**config.mk**
```make
export PLATFORM = sky130hd
export DESIGN_NAME = ttr_top
export DESIGN_NICKNAME = d
export VERILOG_FILES = /design/src/hdl/ttr_pkg.sv /design/src/hdl/ttr_sub_if.sv /design/src/hdl/ttr_trig_mux.sv /design/src/hdl/ttr_quad_dir.sv /design/src/hdl/ttr_top.sv
export SDC_FILE = /design/constraint.sdc
export NUM_CORES = 1
export LEC_CHECK = 0
export ABC_AREA = 1
export BUFFER_PORTS_ARGS = -buffer_cell sky130_fd_sc_hd__buf_2
export CAP_MARGIN = 20
export CORE_MARGIN = 4
export CORE_UTILIZATION = 50
export DETAILED_ROUTE_END_ITERATION = 16
export GPL_TIMING_DRIVEN = 0
export PLACE_DENSITY = 0.83
export SLEW_MARGIN = 20
export SYNTH_ARGS = -nofsm -noshare
export SYNTH_HDL_FRONTEND = slang
export SYNTH_SLANG_ARGS = --single-unit
```
**constraint.sdc**
```tcl
create_clock -name pclk -period 3.7 [get_ports pclk]
set_input_delay 0.185 -clock pclk [delete_from_list [all_inputs] [get_ports pclk]]
set_output_delay 0.185 -clock pclk [all_outputs]
set_load 0.01 [all_outputs]
```
**src/hdl/ttr_pkg.sv**
```systemverilog
// shared constants and types for the timer trigger, repeat and direction block
package ttr_pkg;

	// ------------------------------------------------------------
	// bus and register map
	// ------------------------------------------------------------
	localparam int          ADDR_W      = 16;
	localparam int          DATA_W      = 32;
	localparam logic [15:0] OFS_TRIG_SEL = 16'h18B0;
	localparam logic [15:0] OFS_REP_CNT  = 16'h18B4;
	localparam logic [15:0] OFS_REP_RLD  = 16'h18B8;
	localparam logic [15:0] OFS_QUAD_DIR = 16'h18BC;
	localparam logic [31:0] RST_REG     = 32'h00000000;

	// ------------------------------------------------------------
	// field layout
	// ------------------------------------------------------------
	localparam int          TRIG_EN_BIT = 9;
	localparam int          SEL_W       = 5;
	localparam int          REP_W       = 8;
	localparam int          DIR_BIT     = 0;
	localparam logic [4:0]  CODE_SUB0   = 5'h10;
	localparam logic [4:0]  CODE_SUB1   = 5'h11;
	localparam int          N_TIM_TRIG  = 16;
	localparam int          N_SUB       = 2;

	// ------------------------------------------------------------
	// suppressible events: load, zero, compare up/down, normal/shadow
	// ------------------------------------------------------------
	localparam int          N_EVT       = 6;
	localparam int          EVT_LOAD    = 0;
	localparam int          EVT_ZERO    = 1;
	localparam int          EVT_CMP_UP  = 2;
	localparam int          EVT_CMP_DN  = 3;
	localparam int          EVT_SHD_UP  = 4;
	localparam int          EVT_SHD_DN  = 5;

	// register and bus-answer state of the top module
	typedef struct packed {
		logic              trg_en;
		logic [SEL_W-1:0]  sel;
		logic [REP_W-1:0]  rld;
		logic [REP_W-1:0]  rep_cnt;
		logic [N_EVT-1:0]  evo;
		logic [DATA_W-1:0] rdata;
		logic              rdy;
		logic              err;
	} ttr_top_state_type;

endpackage : ttr_pkg

```
**src/hdl/ttr_sub_if.sv**
```systemverilog
// carrier between the top module and its trigger mux and direction decoder
`timescale 1ns/10ps
interface ttr_sub_if;
	logic [4:0]  sel;
	logic        trg_en;
	logic [15:0] tim_trig;
	logic [1:0]  sub_evt;
	logic        trig;
	logic        qen;
	logic        qa;
	logic        qb;
	logic        dir;

	modport top  (output sel, trg_en, tim_trig, sub_evt, qen, qa, qb, input trig, dir);
	modport mux  (input sel, trg_en, tim_trig, sub_evt, output trig);
	modport qdec (input qen, qa, qb, output dir);
endinterface : ttr_sub_if

```
**src/hdl/ttr_trig_mux.sv**
```systemverilog
// trigger source selection, registered
`timescale 1ns/10ps
module ttr_trig_mux
	import ttr_pkg::*;
(
	input  wire logic pclk,
	input  wire logic presetn,
	ttr_sub_if.mux    s
);
	typedef struct packed {
		logic trig;
	} ttr_mux_state_type;

	ttr_mux_state_type st_q;
	ttr_mux_state_type st_d;

	// pick the enabled source; reserved codes give no trigger
	always_comb begin
		st_d = '0;
		if (s.trg_en) begin
			if (s.sel < CODE_SUB0) begin
				st_d.trig = s.tim_trig[s.sel[3:0]];
			end else if (s.sel == CODE_SUB0) begin
				st_d.trig = s.sub_evt[0];
			end else if (s.sel == CODE_SUB1) begin
				st_d.trig = s.sub_evt[1];
			end
		end
	end

	always_ff @(posedge pclk or negedge presetn) begin
		if (!presetn) begin
			st_q <= '0;
		end else begin
			st_q <= st_d;
		end
	end

	assign s.trig = st_q.trig;
endmodule : ttr_trig_mux

```
**src/hdl/ttr_quad_dir.sv**
```systemverilog
// count direction from two quadrature phases
`timescale 1ns/10ps
module ttr_quad_dir
	import ttr_pkg::*;
(
	input  wire logic pclk,
	input  wire logic presetn,
	ttr_sub_if.qdec   s
);
	typedef struct packed {
		logic a;
		logic b;
		logic dir;
	} ttr_qd_state_type;

	ttr_qd_state_type st_q;
	ttr_qd_state_type st_d;

	// an edge on a phase tells which one leads
	always_comb begin
		st_d     = st_q;
		st_d.a   = s.qa;
		st_d.b   = s.qb;
		if (s.qen) begin
			if (s.qa != st_q.a) begin
				st_d.dir = (s.qa != s.qb);
			end else if (s.qb != st_q.b) begin
				st_d.dir = (s.qb == s.qa);
			end
		end
	end

	always_ff @(posedge pclk or negedge presetn) begin
		if (!presetn) begin
			st_q <= '0;
		end else begin
			st_q <= st_d;
		end
	end

	assign s.dir = st_q.dir;
endmodule : ttr_quad_dir

```
**src/hdl/ttr_top.sv**
```systemverilog
// trigger selection, repeat counter and direction flag with an apb slave
//
// Overview of operation
// - enable bit 9 gates every trigger
// - five-bit selector picks the trigger line
// - codes 0-15 take other timer triggers
// - codes 16 and 17 take subscriber ports
// - codes 18-31 reserved, give no trigger
// - repeat counter suppresses load, compare, zero events
// - repeat count readable in bits 7-0
// - load at zero count copies reload value
// - direction bit: 1 up, 0 down
//
// Register access over APB was decided locally.
`timescale 1ns/10ps
module ttr_top
	import ttr_pkg::*;
(
	input  wire logic              pclk,
	input  wire logic              presetn,
	input  wire logic [ADDR_W-1:0] paddr,
	input  wire logic              psel,
	input  wire logic              penable,
	input  wire logic              pwrite,
	input  wire logic [DATA_W-1:0] pwdata,
	output logic      [DATA_W-1:0] prdata,
	output logic                   pready,
	output logic                   pslverr,
	input  wire logic [15:0]       timer_trig,
	input  wire logic [1:0]        sub_evt,
	input  wire logic              quadrature_decoder_mode,
	input  wire logic              phase_a,
	input  wire logic              phase_b,
	input  wire logic [N_EVT-1:0]  evt_in,
	output logic [N_EVT-1:0]       evt_out,
	output logic                   counter_trig,
	output logic                   quadrature_direction
);

	// ------------------------------------------------------------
	// address decode
	// ------------------------------------------------------------

	// true for any of the four mapped words
	function automatic logic addr_hit(input logic [ADDR_W-1:0] a);
		addr_hit = (a == OFS_TRIG_SEL) || (a == OFS_REP_CNT) ||
		           (a == OFS_REP_RLD) || (a == OFS_QUAD_DIR);
	endfunction : addr_hit

	ttr_top_state_type st_q;
	ttr_top_state_type st_d;
	ttr_sub_if         sub ();
	logic              wr_go;
	logic              rd_cap;
	logic [DATA_W-1:0] rd_mux;

	// ------------------------------------------------------------
	// submodules
	// ------------------------------------------------------------

	// feed the trigger mux and the decoder from registers and pins
	assign sub.sel      = st_q.sel;
	assign sub.trg_en   = st_q.trg_en;
	assign sub.tim_trig = timer_trig;
	assign sub.sub_evt  = sub_evt;
	assign sub.qen      = quadrature_decoder_mode;
	assign sub.qa       = phase_a;
	assign sub.qb       = phase_b;

	ttr_trig_mux u_mux (
		.pclk    (pclk),
		.presetn (presetn),
		.s       (sub.mux)
	);

	ttr_quad_dir u_quadrature_direction (
		.pclk    (pclk),
		.presetn (presetn),
		.s       (sub.qdec)
	);

	// ------------------------------------------------------------
	// apb handshake and read mux
	// ------------------------------------------------------------

	// one wait state so that read data comes from a flop
	assign rd_cap = psel && penable && !st_q.rdy;
	assign wr_go  = psel && penable && st_q.rdy && pwrite && addr_hit(paddr);

	// reserved bits read as zero
	always_comb begin
		rd_mux = '0;
		if (paddr == OFS_TRIG_SEL) begin
			rd_mux[TRIG_EN_BIT] = st_q.trg_en;
			rd_mux[SEL_W-1:0]   = st_q.sel;
		end else if (paddr == OFS_REP_CNT) begin
			rd_mux[REP_W-1:0]   = st_q.rep_cnt;
		end else if (paddr == OFS_REP_RLD) begin
			rd_mux[REP_W-1:0]   = st_q.rld;
		end else if (paddr == OFS_QUAD_DIR) begin
			rd_mux[DIR_BIT]     = sub.dir;
		end
	end

	// ------------------------------------------------------------
	// next state
	// ------------------------------------------------------------
	always_comb begin
		st_d     = st_q;
		st_d.rdy = rd_cap;
		if (rd_cap) begin
			st_d.rdata = pwrite ? '0 : rd_mux;
			st_d.err   = !addr_hit(paddr);
		end else begin
			st_d.err   = 1'b0;
		end
		// writes to read-only words are dropped quietly
		if (wr_go && paddr == OFS_TRIG_SEL) begin
			st_d.trg_en = pwdata[TRIG_EN_BIT];
			st_d.sel    = pwdata[SEL_W-1:0];
		end
		if (wr_go && paddr == OFS_REP_RLD) begin
			st_d.rld = pwdata[REP_W-1:0];
		end
		if (evt_in[EVT_LOAD] && st_q.rep_cnt == '0) begin
			st_d.rep_cnt = st_q.rld;
		end else if (evt_in[EVT_LOAD]) begin
			st_d.rep_cnt = st_q.rep_cnt - 8'h01;
		end
		// events pass only in the zero period
		st_d.evo = (st_q.rep_cnt == '0) ? evt_in : '0;
	end

	always_ff @(posedge pclk or negedge presetn) begin
		if (!presetn) begin
			st_q <= '0;
		end else begin
			st_q <= st_d;
		end
	end

	// ------------------------------------------------------------
	// outputs, all from flops
	// ------------------------------------------------------------
	assign prdata               = st_q.rdata;
	assign pready               = st_q.rdy;
	assign pslverr              = st_q.err;
	assign evt_out              = st_q.evo;
	assign counter_trig         = sub.trig;
	assign quadrature_direction = sub.dir;
endmodule : ttr_top

```
# Yosys cells after proc, flatten, opt, wreduce, memory -nomap -nowiden
# Index checks and enable logic that the tools add are counted.
# word_totals
reg_bits	66
input_bits	80
# op_classes
add_sub_neg	1
magnitude_cmp	2
n_eq_ne	10
muxes	20
reduce_logical	17
# ops
operator	count
== test 16 x 13 -> 1 bit, second input constant	4
two-way mux 8 bit	3
two-way mux 1 bit	11
== test 5 bit, second input constant	2
two-way mux 10 bit	1
logical AND 1 bit	8
logical NOT 8 bit	1
subtractor 8 x 1 -> 8 bit, second input constant	1
two-way mux 7 bit	1
two-way mux 6 bit	1
less-than comparator 4 x 5 -> 1 bit, second input constant	1
less-than comparator 5 bit, second input constant	1
two-way mux 5 bit	1
binary-select mux 1 bit (select 4 bit)	1
nonzero test 2 bit	2
logical OR 1 bit	3
two-way mux 3 bit	1
inequality test 1 bit	3
logical NOT 1 bit	2
AND reduction 2 bit	1
== test 1 bit	1

# Longest topological paths before layout
# depth
word_depth	6
ltp_mapped	12
ltp_nobuf	11

# Cells and area by module
# From an unflattened synthesis, not the netlist that was laid out.
# hier_totals
hier_cells	397
hier_area_um2	2844.0
# by_module_without_submodules
module	n_inst	cells_per_inst	area_each_um2
ttr_top	1	321	2429.8
ttr_trig_mux	1	57	272.8
ttr_quad_dir	1	19	141.4

# Least setup slack after synthesis
# OpenSTA, ideal clock, no wires.
# synth_timing
path_kind	flip-flop to flip-flop
start	register st_q[40] (netlist name)
end	register st_q[41] (netlist name)
setup_ns	0.130
arrival_time_ns	1.401
required_time_ns	3.570
slack_ns	2.169
path_stages_with_launch	9
path_buffers	1
synth_period_minus_slack_ns	1.531
cell_sequence	dfrtp_1 > inv_1 > ha_1 > nand4_1 > nor2_2 > inv_2 > buf_2 > o211ai_1 > o21ai_1
# synth_via
elab_chain_len	3
elab_cells_between_ends	6
# synth_lines
item	line	rtl
start, declared	ttr_top.sv:50	ttr_top_state_type st_q;
start signal, assigned	ttr_top.sv:138	st_q <= st_d;
subtractor 8 x 1 -> 8 bit / logical NOT 8 bit (equally long branches)	ttr_top.sv:128, ttr_top.sv:125	
two-way mux 8 bit / logical AND 1 bit (equally long branches)	ttr_top.sv:127, ttr_top.sv:125	
two-way mux 8 bit / nonzero test 2 bit (equally long branches)	-	
# Parallel ways exist; a longest one is shown, timed or not. The select of a mux whose other input is x is not followed.
# A chain may end at the register's enable or synchronous reset.

# Worst setup path in the final report
# Same ends and word-level chain as after synthesis.

==> qor.csv <==
metric;value;unit
CTS tree;yes;
die area;6910;um^2
Startpoint Class;register;
core area;5510;um^2
clk_lat worst skew;0.30;ns
Slew headroom;37.7;%
area of the multi-input gates;1290;um^2
FF/Latch Area;1080;um^2
WS Path Type;register to register;
initial antenna violation count;0;
Req. time, crit path;3.87;ns
Initial Util;51.3;%
Tcrit/Tclk final;48.9;%
HP Class;input port to register;
GR Util met1;22.1;%
fmax;0.553;GHz
Final Hold Viols;0;
CTS Hold Buffers Added;0;
Logic pwr share;25.6;%
Gate Count Post-Synth;386;
Worst path top cell family by delay;simple AND/OR/NAND/NOR gates;
DR pass1 iterations;4;
flops & latches, synth;43;
CTS H-tree depth;2;
hpwl dp;5.12;mm
Max Fanout on Critical Path;10;
sequential share of power;44.7;%
VDD IR-drop max;0.228;mV
syn_area_per_cell;7.32;um^2
Via-to-Cell Ratio;4.71;
clk sink count;43;
CP max stage delay;0.40;ns
Pleak;2.02;nW
ANT nets after route;0;
share of layout cells above drive strength 1;30.5;%
Power Internal;0.874;mW
Placed Cells;555;
nets;571;
post-route insts no fill;563;
clk slew on worst S/H paths;0.07;ns
ANT cells;0;
clk root buf;clkbuf_8;
maxcap violations;0;
Post-CTS Setup Bufs;0;
vias in the first global route;2577;
DRT Wirelength;6.32;mm
Final Slew Violations;0;
slowest CP cell;dfrtp_1;
Setup TNS;0;ns
Crit. path cell count;8;
Num CTS Buffers;5;
residual DRC count;0;
Routed wire per std cell;11.2;um
measured slew at the worst slew-check pin;0.935;ns
crit path time final;1.81;ns
port bufs;75;
CP endpoint kind;register;
GR Util met3;5.06;%
sequential-to-total area share from yosys stat;38.1;%
yosys warns;0;
worst hold path stage count;1;
Cell variety after synth;31;
worst path bufs/invs;3;
Mapped Area;2820;um^2
Routability Congestion;0.851;
RSZ-0062 raised after global routing;no;
sw frac;30.3;%
FP Rows;27;
CP Data Arrival Time;1.98;ns
pin count of the biggest net entering global routing;44;
P&R area growth vs syn;23.6;%
clock skew;0.00778;ns
PwrDens;359;nW/um^2
Final Setup Violations;0;
worst-case clock buffer depth;2;
Post-CTS Resized;0;
Tot Pwr;1.25;mW
status;finished clean;
Net Sw Power;0.380;mW
fill count;521;
R2R cell count;8;
initial DRC count;113;
Die Y;83.2;um
commonest non-fill, non-tap cells in the layout;nand2_1 (106), buf_2 (77), inv_1 (45);
Die Width;83.2;um
grt total ovfl;0;
crit path cell chain;inv_1 > ha_1 > nand4_1 > nor2_2 > inv_2 > buf_2 > o211ai_1 > o21ai_1;
Clock power frac;29.7;%
vias;2653;
Most Crowded Layer GR;met2;
first-pass GRT wire length;10.8;mm
met2 usage;33.7;%
GR Util All Layers;18.8;%
commonest non-fill, non-tap cell in the layout;nand2_1;
I/O pins;122;
-- synthesized netlist by cell type --
cell	n	area share (%)
nor2_4	5	2.0
nor2_1	33	4.4
nand3_4	2	1.2
nand3_1	21	3.7
ha_1	1	0.44
or2_2	1	0.22
buf_6	3	1.2
o21ai_0	13	2.3
clkbuf_1	4	0.53
xnor2_1	1	0.31
dfrtp_1	43	38
nor3_1	2	0.35
nand3_2	2	0.71
o21ai_1	4	0.71
conb_1	1	0.13
nand3b_1	1	0.27
xor2_1	7	2.2
buf_4	38	10
nor4_1	1	0.22
a21oi_1	6	1.1
o22ai_1	4	0.89
nor2_2	3	0.66
o31ai_1	1	0.27
o211ai_1	3	0.80
inv_1	45	6.0
nand2_2	3	0.66
nand2_1	106	14
o2111ai_1	2	0.62
inv_2	8	1.1
buf_2	2	0.35
nand4_1	20	4.4
-- worst register-to-register path: stages, from the launching register on --
cell and delay, ns:
dfrtp_1 0.40, inv_1 0.13, ha_1 0.22, nand4_1 0.18, nor2_2 0.27, inv_2 0.05
buf_2 0.18, o211ai_1 0.17, o21ai_1 0.08
-- cells by family after synthesis --
kind of cell	after synthesis	synth area share [%]
compound gates	33	6.65
xor+xnor	8	2.48
other cells	1	0.133
flops	43	38.1
fa+ha+maj	1	0.443
buf+inv	100	19.2
simple gates	200	33.0
-- final cells by class --
class                           count  share of cell area, %
Multi-Input combinational cell    265                   36.9
Clock buffer                        6                   2.37
Inverter                           53                   5.70
Tap cell                           72                   2.58
Sequential cell                    43                   30.8
Clock inverter                      2                   1.00
Timing Repair Buffer               75                   10.8
Buffer                             47                   9.86
-- state kept, by name (all words and copies together), names as in the netlist --
name / flops
evt_out: 6
u_quadrature_direction.s.dir: 1
u_mux.s.trig: 1
u_quadrature_direction.st_q: 2
pready: 1
pslverr: 1
prdata: 9
st_q: 16
sub.sel: 5
sub.trg_en: 1
-- final timing paths --
path / startpoint / endpoint / slack [ns]
setup / recovery: st_q[40]$_DFFE_PN0P_ / st_q[41]$_DFFE_PN0P_ / 1.89
hold / removal: phase_a / u_quadrature_direction.st_q[2]$_DFF_PN0_ / 0.02
setup reg to reg: st_q[40]$_DFFE_PN0P_ / st_q[41]$_DFFE_PN0P_ / 1.89
hold reg to reg: pready$_DFF_PN0_ / pready$_DFF_PN0_ / 0.46
max in group asynchronous: presetn / st_q[52]$_DFFE_PN0P_ / 3.10
min in group asynchronous: presetn / pslverr$_DFF_PN0_ / 0.03
-- through the flow --
stage,hold slack (ns),util (%),instance area [um^2],worst slack (ns)
after global routing,0.00223,63.4,3490,1.77
final,0.0185,63.4,3490,1.89
after detailed placement,0.320,61.2,3370,1.90
after floorplan,-0.111,-,2910,2.17
after global placement,0.321,61.2,3370,1.97
after CTS,0.00636,63.4,3490,1.89
-- layer usage --
layer	up-vias	part of all wire, %
li1	1370	-
met5	-	0
met4	0	0.93
met1	1198	41
met2	78	52
met3	7	5.9
-- power by group through the flow --
stage	registers [mW]	clock network, mW	logic, mW
final	0.560	0.372	0.321
after CTS	0.561	0.380	0.321
after detailed placement	0.569	0	0.319
after floorplan	0.558	0	0.227
after global placement	0.566	0	0.303
after global routing	0.568	0.408	0.362
Note: power is estimated with default switching activity, not from simulation.
